<file path="config.mk">
export PLATFORM = sky130hd
export DESIGN_NAME = mtd_top
export DESIGN_NICKNAME = d
export VERILOG_FILES = /design/src/verilog/mtd_pkg.sv /design/src/verilog/mtd_axis.sv /design/src/verilog/mtd_top.sv
export VERILOG_INCLUDE_DIRS = /design/src /design/src/verilog
export SDC_FILE = /design/constraint.sdc
export NUM_CORES = 1
export LEC_CHECK = 0
export ABC_CLOCK_PERIOD_IN_PS = 5960
export BUFFER_PORTS_ARGS = -buffer_cell sky130_fd_sc_hd__buf_4
export CELL_PAD_IN_SITES_DETAIL_PLACEMENT = 1
export CELL_PAD_IN_SITES_GLOBAL_PLACEMENT = 1
export CORE_UTILIZATION = 26
export CTS_CLUSTER_SIZE = 20
export DETAILED_ROUTE_END_ITERATION = 8
export PLACE_DENSITY = 0.63
export SLEW_MARGIN = 20
export SYNTH_ARGS = -nofsm -noshare
export SYNTH_HDL_FRONTEND = slang
export SYNTH_HIERARCHICAL = 1
export SYNTH_SLANG_ARGS = --single-unit
</file>
<file path="constraint.sdc">
create_clock -name clk_sys -period 5.96 [get_ports clk_sys]
set_input_delay 0.298 -clock clk_sys [delete_from_list [all_inputs] [get_ports clk_sys]]
set_output_delay 0.298 -clock clk_sys [all_outputs]
set_load 0.01 [all_outputs]
</file>
<file path="src/verilog/mtd_regs.svh">
// Purpose: register offsets, field positions and reset values of the threshold detector
// Assumes: byte-wide register port, 8-bit offsets
// Notes: definitions only
`ifndef MTD_REGS_SVH
`define MTD_REGS_SVH
`define MTD_OFF_CFG 8'h52
`define MTD_OFF_SRC 8'h53
`define MTD_OFF_XHI 8'h54
`define MTD_OFF_XLO 8'h55
`define MTD_OFF_YHI 8'h56
`define MTD_OFF_YLO 8'h57
`define MTD_OFF_ZHI 8'h58
`define MTD_OFF_ZLO 8'h59
`define MTD_RST_BYTE 8'h00
`define MTD_RD_UNMAPPED 8'h00
// configuration fields
`define MTD_CFG_LATCH 7
`define MTD_CFG_OR 6
`define MTD_CFG_ZEN 5
`define MTD_CFG_YEN 4
`define MTD_CFG_XEN 3
`define MTD_CFG_WAKE 2
`define MTD_CFG_IRQEN 1
`define MTD_CFG_PIN1 0
// source fields
`define MTD_SRC_EA 7
// top bit of the x high byte selects the debounce mode
`define MTD_XHI_DBCLR 7
`define MTD_THR_W 15
`define MTD_THR_HI_W 7
`define MTD_SAMPLE_W 16
`define MTD_OFFSET_W 15
`define MTD_CNT_W 8
`endif

</file>
<file path="src/verilog/mtd_pkg.sv">
// Purpose: shared types of the threshold detector
// Assumes: constants live in mtd_regs.svh
// Notes: nothing here is imported, use mtd_pkg::name
package mtd_pkg;
	typedef logic [7:0] mtd_byte_t;
	typedef logic [2:0] mtd_axes_t;
	// how enabled axes combine
	typedef enum logic {
		MTD_ALL_BELOW = 1'b0,
		MTD_ANY_ABOVE = 1'b1
	} mtd_comb_t;
endpackage

</file>
<file path="src/verilog/mtd_axis.sv">
// Purpose: one axis: offset correction, magnitude, threshold compare
// Assumes: offset is 15-bit two's complement in sample LSBs
// Notes: corrected value is held in a register, compares are combinational
`timescale 1ns/1ps
module mtd_axis #(
	parameter int SW = 16,
	parameter int OW = 15,
	parameter int TW = 15
) (
	input wire logic clk_sys,
	input wire logic rstn,
	input wire logic load,
	input wire logic raw_mode,
	input wire logic [SW-1:0] sample,
	input wire logic [OW-1:0] offset,
	input wire logic [TW-1:0] threshold,
	output logic [SW-1:0] corrected,
	output logic at_or_above,
	output logic at_or_below,
	output logic negative
);
	logic [SW-1:0] corr_ff;
	logic [SW:0] diff;
	logic [SW-1:0] nxt_corr;
	logic [SW:0] mag;
	// subtract sign-extended offset, saturate so a wrap never fakes an event
	assign diff = {sample[SW-1], sample} - {{(SW+1-OW){offset[OW-1]}}, offset};
	assign nxt_corr = raw_mode ? sample :
		(diff[SW] != diff[SW-1]) ? {diff[SW], {(SW-1){~diff[SW]}}} : diff[SW-1:0];
	always_ff @(posedge clk_sys or negedge rstn) begin
		if (!rstn) begin
			corr_ff <= '0;
		end else if (load) begin
			corr_ff <= nxt_corr;
		end
	end
	assign corrected = corr_ff;
	// unsigned magnitude against unsigned threshold, sign kept apart
	assign negative = corr_ff[SW-1];
	assign mag = corr_ff[SW-1] ? ({1'b0, ~corr_ff} + 1'b1) : {1'b0, corr_ff};
	assign at_or_above = mag >= {{(SW+1-TW){1'b0}}, threshold};
	assign at_or_below = mag <= {{(SW+1-TW){1'b0}}, threshold};
endmodule

</file>
<file path="src/verilog/mtd_top.sv">
// Purpose: magnetic threshold event detector with byte register port
// Assumes: samples arrive as one-cycle strobes on clk_sys from the sensor core
// Notes:
// Contract
// - latch off: event flag follows detection output every debounce step
// - latch on: flag stays set until source register is read
// - select 0: event when all enabled magnitudes at or below threshold
// - select 1: event when any enabled magnitude at or above threshold
// - each axis has enable bit including or excluding it from detection
// - wake enable gates event flag into auto sleep/wake evaluation
// - interrupt output driven only when interrupt enable is set
// - routing bit 0 selects pin two, 1 pin one, OR'd with others
// - thresholds are unsigned 15 bits, upper 7 high byte, lower 8 low
// - raw mode off: compare against offset-corrected samples
// - debounce mode 1: counter cleared when condition false
// - debounce mode 0: counter decremented when condition false
// - event-active bit set when condition true or latched true
// - source reports per-axis event flag for X, Y and Z
// - per-axis polarity bit: 0 positive, 1 negative field
// - per-axis event and polarity read zero when axis disabled
// - debounce mode in top of X high byte; Y, Z tops read zero
// - flag set when counter reaches count; counter never exceeds it
// - one debounce step per sample; hybrid mode halves the rate
// - offset subtracted before samples reach output and detection
`timescale 1ns/1ps
`include "mtd_regs.svh"
module mtd_top #(
	parameter int SW = `MTD_SAMPLE_W,
	parameter int OW = `MTD_OFFSET_W,
	parameter int CW = `MTD_CNT_W
) (
	input wire logic clk_sys,
	input wire logic rstn,
	input wire logic [7:0] reg_addr,
	input wire logic [7:0] reg_wdata,
	input wire logic reg_wr,
	input wire logic reg_rd,
	output logic [7:0] reg_rdata,
	input wire logic sample_valid,
	input wire logic [SW-1:0] sample_x,
	input wire logic [SW-1:0] sample_y,
	input wire logic [SW-1:0] sample_z,
	input wire logic [OW-1:0] offset_x,
	input wire logic [OW-1:0] offset_y,
	input wire logic [OW-1:0] offset_z,
	input wire logic raw_mode,
	input wire logic hybrid_mode,
	input wire logic [CW-1:0] debounce_count,
	input wire logic other_irq_one,
	input wire logic other_irq_two,
	output logic [SW-1:0] corr_x,
	output logic [SW-1:0] corr_y,
	output logic [SW-1:0] corr_z,
	output logic corr_valid,
	output logic event_active_flag,
	output logic wake_event,
	output logic irq_pin_one,
	output logic irq_pin_two
);
	// configuration and threshold storage
	mtd_pkg::mtd_byte_t cfg_ff;
	logic dbclr_ff;
	logic [`MTD_THR_HI_W-1:0] thr_xh_ff;
	logic [`MTD_THR_HI_W-1:0] thr_yh_ff;
	logic [`MTD_THR_HI_W-1:0] thr_zh_ff;
	mtd_pkg::mtd_byte_t thr_xl_ff;
	mtd_pkg::mtd_byte_t thr_yl_ff;
	mtd_pkg::mtd_byte_t thr_zl_ff;
	mtd_pkg::mtd_byte_t rdata_ff;
	// detection state
	logic half_ff;
	logic step_ff;
	logic [CW-1:0] cnt_ff;
	logic [CW-1:0] nxt_cnt;
	logic ea_ff;
	logic nxt_ea;
	mtd_pkg::mtd_axes_t he_ff;
	mtd_pkg::mtd_axes_t hp_ff;
	mtd_pkg::mtd_axes_t nxt_he;
	mtd_pkg::mtd_axes_t nxt_hp;

	// decode
	wire wr_cfg = reg_wr && (reg_addr == `MTD_OFF_CFG);
	wire wr_xh = reg_wr && (reg_addr == `MTD_OFF_XHI);
	wire wr_xl = reg_wr && (reg_addr == `MTD_OFF_XLO);
	wire wr_yh = reg_wr && (reg_addr == `MTD_OFF_YHI);
	wire wr_yl = reg_wr && (reg_addr == `MTD_OFF_YLO);
	wire wr_zh = reg_wr && (reg_addr == `MTD_OFF_ZHI);
	wire wr_zl = reg_wr && (reg_addr == `MTD_OFF_ZLO);
	wire rd_src = reg_rd && (reg_addr == `MTD_OFF_SRC);

	// configuration fields
	wire latch_en = cfg_ff[`MTD_CFG_LATCH];
	wire comb_or = cfg_ff[`MTD_CFG_OR];
	wire wake_en = cfg_ff[`MTD_CFG_WAKE];
	wire irq_en = cfg_ff[`MTD_CFG_IRQEN];
	wire route_one = cfg_ff[`MTD_CFG_PIN1];
	wire [2:0] axis_en = {cfg_ff[`MTD_CFG_ZEN], cfg_ff[`MTD_CFG_YEN], cfg_ff[`MTD_CFG_XEN]};

	// thresholds: high byte upper 7 bits, low byte lower 8
	wire [`MTD_THR_W-1:0] thr_x = {thr_xh_ff, thr_xl_ff};
	wire [`MTD_THR_W-1:0] thr_y = {thr_yh_ff, thr_yl_ff};
	wire [`MTD_THR_W-1:0] thr_z = {thr_zh_ff, thr_zl_ff};

	// register writes; source register is read-only
	always_ff @(posedge clk_sys or negedge rstn) begin
		if (!rstn) begin
			cfg_ff <= `MTD_RST_BYTE;
		end else if (wr_cfg) begin
			cfg_ff <= reg_wdata;
		end
	end

	always_ff @(posedge clk_sys or negedge rstn) begin
		if (!rstn) begin
			dbclr_ff <= 1'b0;
			thr_xh_ff <= '0;
		end else if (wr_xh) begin
			dbclr_ff <= reg_wdata[`MTD_XHI_DBCLR];
			thr_xh_ff <= reg_wdata[`MTD_THR_HI_W-1:0];
		end
	end

	always_ff @(posedge clk_sys or negedge rstn) begin
		if (!rstn) begin
			thr_yh_ff <= '0;
			thr_zh_ff <= '0;
		end else begin
			// top bit dropped on Y and Z, so it reads zero
			if (wr_yh) begin
				thr_yh_ff <= reg_wdata[`MTD_THR_HI_W-1:0];
			end
			if (wr_zh) begin
				thr_zh_ff <= reg_wdata[`MTD_THR_HI_W-1:0];
			end
		end
	end

	always_ff @(posedge clk_sys or negedge rstn) begin
		if (!rstn) begin
			thr_xl_ff <= `MTD_RST_BYTE;
			thr_yl_ff <= `MTD_RST_BYTE;
			thr_zl_ff <= `MTD_RST_BYTE;
		end else begin
			if (wr_xl) begin
				thr_xl_ff <= reg_wdata;
			end
			if (wr_yl) begin
				thr_yl_ff <= reg_wdata;
			end
			if (wr_zl) begin
				thr_zl_ff <= reg_wdata;
			end
		end
	end

	// hybrid mode uses every second sample as a debounce step
	wire take = sample_valid && (!hybrid_mode || half_ff);

	always_ff @(posedge clk_sys or negedge rstn) begin
		if (!rstn) begin
			half_ff <= 1'b0;
			step_ff <= 1'b0;
		end else begin
			if (sample_valid) begin
				half_ff <= hybrid_mode ? ~half_ff : 1'b0;
			end
			step_ff <= take;
		end
	end

	// per-axis correction and compare
	mtd_pkg::mtd_axes_t ge;
	mtd_pkg::mtd_axes_t le;
	mtd_pkg::mtd_axes_t neg;

	mtd_axis #(.SW(SW), .OW(OW), .TW(`MTD_THR_W)) u_ax_x (
		.clk_sys(clk_sys),
		.rstn(rstn),
		.load(sample_valid),
		.raw_mode(raw_mode),
		.sample(sample_x),
		.offset(offset_x),
		.threshold(thr_x),
		.corrected(corr_x),
		.at_or_above(ge[0]),
		.at_or_below(le[0]),
		.negative(neg[0])
	);

	mtd_axis #(.SW(SW), .OW(OW), .TW(`MTD_THR_W)) u_ax_y (
		.clk_sys(clk_sys),
		.rstn(rstn),
		.load(sample_valid),
		.raw_mode(raw_mode),
		.sample(sample_y),
		.offset(offset_y),
		.threshold(thr_y),
		.corrected(corr_y),
		.at_or_above(ge[1]),
		.at_or_below(le[1]),
		.negative(neg[1])
	);

	mtd_axis #(.SW(SW), .OW(OW), .TW(`MTD_THR_W)) u_ax_z (
		.clk_sys(clk_sys),
		.rstn(rstn),
		.load(sample_valid),
		.raw_mode(raw_mode),
		.sample(sample_z),
		.offset(offset_z),
		.threshold(thr_z),
		.corrected(corr_z),
		.at_or_above(ge[2]),
		.at_or_below(le[2]),
		.negative(neg[2])
	);

	// corrected data stands one cycle after the strobe
	always_ff @(posedge clk_sys or negedge rstn) begin
		if (!rstn) begin
			corr_valid <= 1'b0;
		end else begin
			corr_valid <= sample_valid;
		end
	end

	// axis hits per mode; an empty axis set never detects
	wire [2:0] hit_or = axis_en & ge;
	wire [2:0] hit_and = axis_en & le;
	wire all_below = (axis_en != 3'h0) && ((le | ~axis_en) == 3'h7);
	wire any_above = hit_or != 3'h0;
	wire cond = comb_or ? any_above : all_below;
	wire [2:0] hit = comb_or ? hit_or : hit_and;

	// debounce: count up on true, clear or step down on false
	always_comb begin
		nxt_cnt = cnt_ff;
		if (cond) begin
			if (cnt_ff < debounce_count) begin
				nxt_cnt = cnt_ff + 1'b1;
			end else begin
				nxt_cnt = debounce_count;
			end
		end else if (dbclr_ff) begin
			nxt_cnt = '0;
		end else if (cnt_ff != '0) begin
			nxt_cnt = cnt_ff - 1'b1;
		end
	end

	// detection output of this step
	wire det = cond && (nxt_cnt == debounce_count);

	always_ff @(posedge clk_sys or negedge rstn) begin
		if (!rstn) begin
			cnt_ff <= '0;
		end else if (step_ff) begin
			cnt_ff <= nxt_cnt;
		end
	end

	// event and axis flags: tracking or latched, set beats read clear
	always_comb begin
		nxt_ea = ea_ff;
		nxt_he = he_ff;
		nxt_hp = hp_ff;
		if (latch_en) begin
			if (rd_src) begin
				nxt_ea = 1'b0;
				nxt_he = '0;
				nxt_hp = '0;
			end
			if (step_ff && det) begin
				nxt_ea = 1'b1;
				nxt_he = he_ff | hit;
				nxt_hp = (hp_ff & ~hit) | (hit & neg);
			end
		end else if (step_ff) begin
			nxt_ea = det;
			nxt_he = det ? hit : 3'h0;
			nxt_hp = det ? (hit & neg) : 3'h0;
		end
	end

	always_ff @(posedge clk_sys or negedge rstn) begin
		if (!rstn) begin
			ea_ff <= 1'b0;
			he_ff <= '0;
			hp_ff <= '0;
		end else begin
			ea_ff <= nxt_ea;
			he_ff <= nxt_he;
			hp_ff <= nxt_hp;
		end
	end

	// source byte: disabled axes always read zero
	wire [2:0] he_vis = he_ff & axis_en;
	wire [2:0] hp_vis = hp_ff & axis_en;
	wire [7:0] src_byte = {ea_ff, 1'b0, he_vis[2], hp_vis[2], he_vis[1], hp_vis[1], he_vis[0], hp_vis[0]};

	// read mux; unmapped offsets answer zero
	wire [7:0] rd_mux =
		(reg_addr == `MTD_OFF_CFG) ? cfg_ff :
		(reg_addr == `MTD_OFF_SRC) ? src_byte :
		(reg_addr == `MTD_OFF_XHI) ? {dbclr_ff, thr_xh_ff} :
		(reg_addr == `MTD_OFF_XLO) ? thr_xl_ff :
		(reg_addr == `MTD_OFF_YHI) ? {1'b0, thr_yh_ff} :
		(reg_addr == `MTD_OFF_YLO) ? thr_yl_ff :
		(reg_addr == `MTD_OFF_ZHI) ? {1'b0, thr_zh_ff} :
		(reg_addr == `MTD_OFF_ZLO) ? thr_zl_ff :
		`MTD_RD_UNMAPPED;

	// read data stands only in the cycle after the strobe
	always_ff @(posedge clk_sys or negedge rstn) begin
		if (!rstn) begin
			rdata_ff <= `MTD_RST_BYTE;
		end else if (reg_rd) begin
			rdata_ff <= rd_mux;
		end else begin
			rdata_ff <= `MTD_RST_BYTE;
		end
	end

	assign reg_rdata = rdata_ff;
	assign event_active_flag = ea_ff;

	// wake and interrupt routing from the registered flag
	wire evt_irq = ea_ff && irq_en;
	assign wake_event = ea_ff && wake_en;
	assign irq_pin_one = other_irq_one | (evt_irq & route_one);
	assign irq_pin_two = other_irq_two | (evt_irq & ~route_one);
endmodule

</file>
# ---- Yosys cells after proc, flatten, opt, wreduce, memory -nomap -nowiden
# Index checks and enable logic that the tools add are counted.
dict set report word_totals {
  input_bits 126
  latchBits 0
  ram_bits 0
  ff_bits 128
  romBits 0
  memories 0
  output_inout_bits 61
}
dict set report classes {
  n_eq_ne 14
  bitwise_logic 23
  n_shift 0
  n_lt_le_gt_ge 7
  div 0
  n_reduce_logical 21
  add_sub_neg 8
  n_mux 38
  mul 0
}
# operator count
set ops {}
lappend ops {{2-to-1 mux 8 bit} 13}
lappend ops {{2-to-1 mux 16 bit} 6}
lappend ops {{== test 8 x 7 -> 1 bit, second input constant} 8}
lappend ops {{adder 16 x 1 -> 17 bit, second input constant} 3}
lappend ops {{greater-or-equal comparator 17 x 15 -> 1 bit} 3}
lappend ops {{<= comparator 17 x 15 -> 1 bit} 3}
lappend ops {{2-to-1 mux 17 bit} 3}
lappend ops {{subtractor 16 x 15 -> 17 bit} 3}
lappend ops {{inverter 16 bit} 3}
lappend ops {{2-to-1 mux 3 bit} 10}
lappend ops {{bitwise AND 3 bit} 6}
lappend ops {{logical AND 1 bit} 14}
lappend ops {{bitwise OR 3 bit} 3}
lappend ops {{adder 8 x 1 -> 8 bit, second input constant} 1}
lappend ops {{== test 8 bit} 1}
lappend ops {{less-than comparator 8 bit} 1}
lappend ops {{nonzero test 8 bit} 1}
lappend ops {{subtractor 8 x 1 -> 8 bit, second input constant} 1}
lappend ops {{2-to-1 mux 1 bit} 6}
lappend ops {{inverter 3 bit} 2}
lappend ops {{nonzero test 3 bit} 2}
lappend ops {{inverter 1 bit} 5}
lappend ops {{== test 3 bit, second input constant} 1}
lappend ops {{!= test 1 bit} 3}
lappend ops {{other kinds (7)} 9}

# ---- Depth between registers and ports, before layout
# Gate-level depths: netlist of the first run.
dict set report depth {
  ltp_word 14
  depth_mapped 23
}

# ---- Modules after synthesis
# The synthesis of the first run kept the hierarchy.
# module n_inst cells_each area_each_um2 seq_area_each_um2
set by_module_without_submodules {}
lappend by_module_without_submodules {{mtd_axis (u_ax_y ...)} 2 316 2393.5 400.4}
lappend by_module_without_submodules {mtd_top 1 417 4413.0 2001.9}
lappend by_module_without_submodules {{mtd_axis (u_ax_x)} 1 306 2309.7 400.4}

# ---- Worst setup path after synthesis of the first run
# No wires, ideal clock.
dict set report synth_timing {
  path_type {register to register}
  from {register u_ax_z.corr_ff[3] (netlist: u_ax_z/corrected[3])}
  to {register he_ff[0]}
  t_arrival_ns 4.859
  path_stages_with_launch 22
  path_buffers 0
  setup_slack_ns 0.983
  path_cell_list {dfrtp_1 or4_4 or3_1 or4_4 o31ai_2 xnor2_1 ha_1 nand3_1 nor2_1 and3_1 o31a_1 o21ai_0 nand3b_1 nand2b_1 a22oi_1 nand2_1 a221o_1 o31ai_2 nand4_1 o32a_2 mux2i_2 a21o_1}
}
# item line_no
set synth_rtl {}
lappend synth_rtl {{start: declaration} mtd_axis.sv:22} ;# logic [SW-1:0] corr_ff;
lappend synth_rtl {{start signal: assignment} mtd_axis.sv:34} ;# corr_ff <= nxt_corr;
lappend synth_rtl {{inverter 16 bit} mtd_axis.sv:40} ;# assign mag = corr_ff[SW-1] ? ({1'b0, ~corr_ff} + 1'b1) : {1'b0, corr_ff};
lappend synth_rtl {{adder 16 x 1 -> 17 bit} mtd_axis.sv:40}
lappend synth_rtl {{2-to-1 mux 17 bit (*)} mtd_axis.sv:40}
lappend synth_rtl {{greater-or-equal comparator 17 x 15 -> 1 bit (*)} mtd_axis.sv:41} ;# assign at_or_above = mag >= {{(SW+1-TW){1'b0}}, threshold};
lappend synth_rtl {{named net ge[2]} mtd_top.sv:173} ;# mtd_pkg::mtd_axes_t ge;
lappend synth_rtl {{bitwise AND 3 bit (*)} mtd_top.sv:229} ;# wire [2:0] hit_or = axis_en & ge;
lappend synth_rtl {{nonzero test 3 bit (*)} mtd_top.sv:232} ;# wire any_above = hit_or != 3'h0;
lappend synth_rtl {{2-to-1 mux 1 bit (*)} mtd_top.sv:233} ;# wire cond = comb_or ? any_above : all_below;
lappend synth_rtl {{2-to-1 mux 8 bit} mtd_top.sv:239} ;# if (cond) begin
lappend synth_rtl {{== test 8 bit} mtd_top.sv:253} ;# wire det = cond && (nxt_cnt == debounce_count);
lappend synth_rtl {{logical AND 1 bit (*)} mtd_top.sv:253}
lappend synth_rtl {{logical AND 1 bit or 2-to-1 mux 3 bit (tied branches)} {mtd_top.sv:274, mtd_top.sv:281}}
lappend synth_rtl {{!= test 3 x 1 -> 1 bit (no source line), or another cell as far along} -}
lappend synth_rtl {{AND reduction 2 bit (no source line) or 2-to-1 mux 3 bit (tied branches)} -}
lappend synth_rtl {{end signal: assignment} mtd_top.sv:293} ;# he_ff <= nxt_he;
lappend synth_rtl {{end: declaration} mtd_top.sv:77} ;# mtd_pkg::mtd_axes_t he_ff;
# Mark *: on every way through the listed nets, which the timed path passes. The rest lies on a longest branch. The select of a mux whose other input is x is not followed.
# A chain may end at the register's enable or synchronous reset.

# ---- Final worst setup path of the first run
# Ends and elaborated chain as after synthesis.

==> results of run 1 <==
metrics by stage:
stage               power (W)  setup TNS [ns]  hold WS [ns]
global route          0.00403         -0.0172        0.0434
finish                0.00375               0       -0.0177
floorplan             0.00215               0       0.00241
CTS                   0.00380               0       0.00900
detailed placement    0.00270               0         0.472
global placement      0.00266               0         0.461
layer usage:
metal / track usage, % / up-vias / share of wire, %
met5: 0 / - / 0
met4: 4.02 / 0 / 1.2
met3: 2.81 / 26 / 3.2
met2: 30.0 / 181 / 48
met1: 24.1 / 5353 / 48
li1: - / 5230 / -
state kept, by name (all words and copies together) (netlist names):
name,flops
u_ax_y/corrected,16
thr_xh_ff,7
half_ff,1
reg_rdata,8
thr_zl_ff,8
step_ff,1
corr_valid,1
thr_yh_ff,7
event_active_flag,1
dbclr_ff,1
thr_yl_ff,8
hp_ff,3
cfg_ff,8
cnt_ff,8
thr_zh_ff,7
thr_xl_ff,8
u_ax_z/corrected,16
he_ff,3
u_ax_x/corrected,16
cell families (layout without fill, tap and decap cells):
kind of cell	Yosys count	after routing	synth area share (%)
muxes	65	65	6.34
buffers and inverters	188	350	6.40
AOI/OAI and AO/OA	391	391	22.9
DFF	128	128	27.8
adders and majority gates	108	108	11.9
and+or+nand+nor	395	395	18.5
xor gates and xnor gates	80	80	6.15
power groups by stage:
stage / combinational, W / clock [W] / sequential (W)
2_1_floorplan: 0.00104 / 0 / 0.00111
3_3_place_gp: 0.00145 / 0 / 0.00120
3_5_place_dp: 0.00149 / 0 / 0.00121
4_1_cts: 0.00150 / 0.00111 / 0.00119
5_1_grt: 0.00168 / 0.00114 / 0.00122
6_report: 0.00148 / 0.00108 / 0.00119
final cells by class:
| type | instances | area [sq um] | area share [%] |
|---|---|---|---|
| Clock buffer | 17 | 425 | 3.04 |
| Timing Repair Buffer | 190 | 1430 | 10.2 |
| Multi-Input combinational cell | 1039 | 7580 | 54.1 |
| Inverter | 128 | 480 | 3.43 |
| Sequential cell | 128 | 3200 | 22.9 |
| Clock inverter | 15 | 173 | 1.23 |
| Tap cell | 585 | 732 | 5.22 |
path summary, 6_finish.rpt:
| kind | slack, ns | cells after the start | to | start |
|---|---|---|---|---|
| worst max-delay path | 0.31 | 21 | he_ff[0] | u_ax_z/corrected[3] |
| worst min-delay path | -0.02 | 1 | u_ax_z/corrected[3] | rstn |
| worst max register to register | 0.31 | 21 | he_ff[0] | u_ax_z/corrected[3] |
| worst min register to register | 0.50 | 1 | he_ff[1] | he_ff[1] |
| max in group asynchronous | 4.54 | 2 | u_ax_x/corrected[14] | rstn |
| min in group clk_sys | 0.06 | 2 | step_ff | hybrid_mode |
cells in the final DEF, fill, tap and decap left out, types with 8 or more instances in the layout:
cell type / n
a21o_1: 30
nand2b_1: 28
a211oi_1: 9
nand3_1: 27
and3_1: 14
inv_1: 128
o311ai_1: 9
buf_4: 190
xnor2_1: 57
o21a_1: 9
nand3b_1: 26
nor3_1: 15
nor2b_1: 33
a31oi_1: 11
dfrtp_1: 128
a21oi_1: 91
nor2_1: 46
o21ai_0: 109
clkbuf_16: 17
xor2_1: 22
a222oi_1: 12
mux2_2: 60
nand2_1: 116
or3_1: 17
and2_1: 12
ha_1: 105
nand4_1: 22
o31ai_1: 8
o211ai_1: 20
worst max-delay path, cell delays in order, from the launching register on:
cell and delay, ns:
dfrtp_1 0.45, or4_4 0.57, or3_1 0.38, or4_1 0.48, o21ai_0 0.22, xnor2_1 0.15
ha_1 0.26, nand2_1 0.08, nor2_1 0.06, and3_1 0.20, o31a_1 0.12, o21ai_0 0.17
nand3b_1 0.16, nand2b_1 0.21, a22oi_1 0.20, nand2_1 0.11, a221o_1 0.40, o31ai_2 0.24
nand4_1 0.18, o32a_2 0.49, mux2i_2 0.19, a21o_1 0.23
==> impl_metrics.py, run 1 <==
metrics = {
    "floorplanning": {
        "die_area_sq_um": 45100,
        "die_w_um": 212,
        "io_pins": 187,
        "coreArea_sq_um": 43400,
        "row_count": 76,
        "die_y_um": 212,
        "initial_core_util_pct": 26.5,
    },
    "logic_synthesis": {
        "synth_edf_count": 0,
        "synth_top_area_share_pct": 27.8,
        "seq_area_frac_synth_pct": 27.8,
        "synth_area_per_cell_sq_um": 8.49,
        "ys_ff_latch": 128,
        "synth.largest_area_cell": "dfrtp_1",
        "synthTopCellsByCount": "dfrtp_1, inv_1, nand2_1, o21ai_0, ha_1",
        "syn_area_sq_um": 11500,
        "syn_inst": 1355,
        "synthFlopType": "dfrtp_1",
        "synth.distinct_cells": 85,
        "synth_area_leaders": "dfrtp_1, ha_1, mux2_2, o21ai_0, xnor2_1",
        "async_reset_ff_share_pct": 100,
        "synth_nets": 1589,
        "yosys_warnings": 6,
    },
    "global_routing": {
        "grt_overflow_total": 0,
        "grt_max_degree": 69,
        "grt_pass1_wl_um": 63400,
        "grt_util_all_layers_pct": 17.9,
        "antenna_found_initial": 0,
        "grt_pass1_vias": 11300,
    },
    "clocking": {
        "post_cts_resized": 0,
        "root_buffer": "clkbuf_16",
        "cts-hold-fix-buffers": 0,
        "clk-insertion-delay-late_ns": 0.43,
        "cts_buffers": 17,
        "clkTransAtPathRegs_ns": 0.06,
        "clk_path_buf_depth": 2,
        "cts_tree": "done",
        "cts_sinks": 128,
        "post_cts_buffers": 0,
        "htree_levels": 4,
    },
    "final_layout": {
        "stdcell_area_sq_um": 14000,
        "nNetsFinal": 1738,
        "drive_gt1_share_pct": 21.0,
        "diodes": 0,
        "post-route-util_pct": 32.3,
        "layout.cells.non_filler": 2102,
        "fill_cells": 5173,
        "areaGrowthSynthToFinish_pct": 21.8,
    },
    "worst_setup_path": {
        "start_kind": "flip-flop",
        "crit_fanout": 7,
        "cp.required_ns": 6.28,
        "path_class": "reg -> reg",
        "arrival_ns": 5.97,
        "endpoint_kind": "flip-flop",
    },
    "timing": {
        "period_share_pct": 94.8,
        "rsz0062_at_grt": "true",
        "max_freq_ghz": 0.177,
        "holdWs_ns": -0.0177,
        "final-hold-violation-count": 1,
        "fin_crit_ns": 5.65,
        "worstMarginPinSlew_ns": 0.929,
        "clock_skew_ns": 0.0125,
        "max_slew_margin_pct": 37.9,
        "finalWorstSetupSlack_ns": 0.311,
        "slew_violations": 0,
        "setup_violations": 0,
    },
    "route": {
        "wl_per_cell_um": 19.0,
        "final_antenna_net_count": 0,
        "drcViolationCount": 0,
        "viasPerCell": 5.13,
        "dr.pass1.iters": 6,
        "wl_um": 40000,
        "drt_iter0_markers": 576,
        "vias": 10800,
    },
    "pwr": {
        "p_seq_share_pct": 31.7,
        "power_density_nw_per_um2": 267,
        "p_switching_w": 0.00148,
        "vdd_ir_drop_max_mv": 0.189,
        "intPower_w": 0.00227,
        "power_switching_share_pct": 39.5,
        "pwr-share-comb_pct": 39.6,
        "leakagePower_nw": 6.27,
        "clockPowerShare_pct": 28.7,
    },
    "placement": {
        "placed_cell_area_sq_um": 13400,
        "hpwlAfterDp_um": 31800,
        "place_ws_ns": 0.428,
        "io_buffers": 186,
        "place.gp.congestion": 0.842,
        "placed_cells": 2070,
    },
    "run": {
        "cap_violations": 0,
    },
    "run_status": {
        "failed_checks": "negative hold slack",
        "status": "complete, but fails checks",
    },
    "worst_hold_path": {
        "hold_class": "in -> async",
    },
}
(Power assumes the default switching activity.)
==> run 2: changes to the inputs <==
ABC_AREA = 1   (was not set)
PLACE_DENSITY = 0.66   (was 0.63)
==> run 2 against run 1 <==
Effect of this change:
- worst setup slack improved by 0.70 ns
- the run now ends clean
- non-clock buffer count fell by 2
- flip-flop and latch count did not move
- fmax rose by 14%
- clock power fell by 6%
- via count rose by 22%
- power rose by 6.1%
- cell count rose by 32%
==> impl_metrics.py, run 2 <==
metrics = {
    "floorplanning": {
        "io_pins": 187,
        "initial_core_util_pct": 26.4,
        "coreArea_sq_um": 47800,
        "die_area_sq_um": 49500,
        "die_y_um": 222,
        "row_count": 80,
        "die_w_um": 222,
    },
    "global_routing": {
        "grt_util_all_layers_pct": 18.7,
        "grt_overflow_total": 0,
        "antenna_found_initial": 0,
        "grt_pass1_vias": 13800,
        "grt_max_degree": 78,
        "grt_pass1_wl_um": 73700,
    },
    "clocking": {
        "cts_buffers": 17,
        "post_cts_resized": 0,
        "clkTransAtPathRegs_ns": 0.06,
        "cts_sinks": 128,
        "cts_tree": "done",
        "clk_path_buf_depth": 2,
        "clk-insertion-delay-late_ns": 0.44,
        "root_buffer": "clkbuf_16",
        "htree_levels": 4,
    },
    "final_layout": {
        "areaGrowthSynthToFinish_pct": 20.0,
        "diodes": 0,
        "layout.cells.non_filler": 2775,
        "most-common-layout-cells": "nand2_1, inv_1, buf_4",
        "post-route-util_pct": 31.7,
        "nNetsFinal": 2381,
        "drive_gt1_share_pct": 14.6,
        "layout_commonest_cell": "nand2_1",
    },
    "route": {
        "wl_um": 45500,
        "drt_iter0_markers": 623,
        "wl_per_cell_um": 16.4,
        "drcViolationCount": 0,
        "vias": 13200,
        "final_antenna_net_count": 0,
        "dr.pass1.iters": 5,
        "viasPerCell": 4.74,
    },
    "timing": {
        "slew_violations": 0,
        "fin_crit_ns": 4.94,
        "max_freq_ghz": 0.202,
        "rsz0062_at_grt": "false",
        "final-hold-violation-count": 0,
        "worstMarginPinSlew_ns": 0.813,
        "setup_violations": 0,
        "holdWs_ns": 0.116,
        "setup_tns_ns": 0,
        "clock_skew_ns": 0.00841,
        "period_share_pct": 83.0,
        "max_slew_margin_pct": 45.6,
    },
    "logic_synthesis": {
        "synth_top_area_share_pct": 25.4,
        "synthFlopType": "dfrtp_1",
        "synth_area_leaders": "dfrtp_1, nand2_1, ha_1, inv_1, nor2_1",
        "yosysMostFrequentCell": "nand2_1",
        "syn_inst": 1976,
        "seq_area_frac_synth_pct": 25.4,
        "synth.distinct_cells": 51,
        "synth_area_per_cell_sq_um": 6.39,
        "syn_area_sq_um": 12600,
        "synth_edf_count": 0,
        "synth.largest_area_cell": "dfrtp_1",
        "yosys_warnings": 6,
        "synth_nets": 2210,
        "synthTopCellsByCount": "nand2_1, inv_1, nor2_1, dfrtp_1",
        "async_reset_ff_share_pct": 100,
        "ys_ff_latch": 128,
    },
    "pwr": {
        "leakagePower_nw": 8.04,
        "vdd_ir_drop_max_mv": 0.114,
        "power_density_nw_per_um2": 262,
    },
    "placement": {
        "io_buffers": 186,
        "hpwlAfterDp_um": 37500,
        "placed_cells": 2742,
        "place.gp.congestion": 0.871,
    },
    "run": {
        "cap_violations": 0,
    },
    "worst_setup_path": {
        "arrival_ns": 5.27,
        "cp_slowest_stage_delay_ns": 0.54,
        "cp.required_ns": 6.29,
        "endpoint_kind": "flip-flop",
        "crit_top_cell": "nand2_1",
        "crit_fanout": 14,
        "start_kind": "flip-flop",
        "reg2reg_depth": 29,
        "path_class": "reg -> reg",
        "critPathSlowestCell": "o21ai_2",
    },
    "worst_hold_path": {
        "hold_class": "in -> reg",
        "whs_path_depth": 3,
    },
    "run_status": {
        "status": "finished, final reports clean",
    },
}
[run 2: cell count changes after synthesis, sizes merged, moves of 22 or more]
cell and delta:
mux2 -60, nand3 +98, nor2b -33, nand2 +561
a21o -30, clkbuf -26, nand2b -28, nor2 +126
xnor2 -39, inv +161, nand3b -22, xor2 +32
[run 2: power breakdown]
part           internal (W)  total, W  switching (W)  leakage, nW
Sequential         0.000967   0.00113       0.000166         1.63
Combinational      0.000693   0.00183        0.00114         6.14
Clock              0.000593   0.00101       0.000420        0.271
Total               0.00225   0.00398        0.00172         8.04
[run 2: worst paths after layout]
kind	from	slack, ns	end
worst max-delay path	u_ax_y/corrected[0]	1.02	hp_ff[0]
worst min-delay path	reg_wdata[7]	0.12	thr_zl_ff[7]
worst max register to register	u_ax_y/corrected[0]	1.02	hp_ff[0]
worst min register to register	half_ff	0.51	half_ff
max in group asynchronous	rstn	4.45	u_ax_x/corrected[6]
min in group asynchronous	rstn	0.42	thr_yl_ff[2]
[run 2: cells by family after synthesis]
group                    after synthesis  synth area share (%)
buffers and inverters                335                  10.7
adder cells (fa/ha/maj)              108                  10.9
AND/OR/NAND/NOR                     1072                  36.7
flip-flops                           128                  25.4
AO/OA/AOI/OAI                        260                  11.3
XOR/XNOR                              73                  5.06
[run 2: per-stage QoR]
step,instance area (sq um),total power [W],setup slack (ns)
floorplan,12600,0.00237,1.96
global placement,14600,0.00290,1.30
CTS,15200,0.00402,1.06
global route,15200,0.00432,0.483
detailed placement,14600,0.00298,1.07
finish,15200,0.00398,1.02
[run 2: worst max-delay path: cells and delay by family, from the launching register on]
family	cells	cell delay (ns)
simple gates	18	2.11
flops	1	0.40
compound gates	5	1.44
xor+xnor	1	0.16
fa+ha+maj	2	0.47
buf+inv	3	0.24
[run 2: area by class of cell]
class                   instances  area, sq um
well taps                     615          769
inverters                     299         1130
clock inverters                13          115
fillers                      6170        32700
flip-flops and latches        128         3200
clock buffers                  19          453
repair buffers                188         1420
multi-input cells            1513         8070
[run 2: repair_timing]
action	4_1_cts	5_1_grt
hold endpoints to repair	51	0
buffers inserted	0	0
hold buffers	1	0
[run 2: metal layers]
metal	vias to the layer above	wire length [um]	global-route usage [%]
li1	6622	-	-
met1	6216	21100	24.3
met2	257	21200	31.3
met3	62	2340	3.50
met4	0	896	5.25
met5	-	0	0
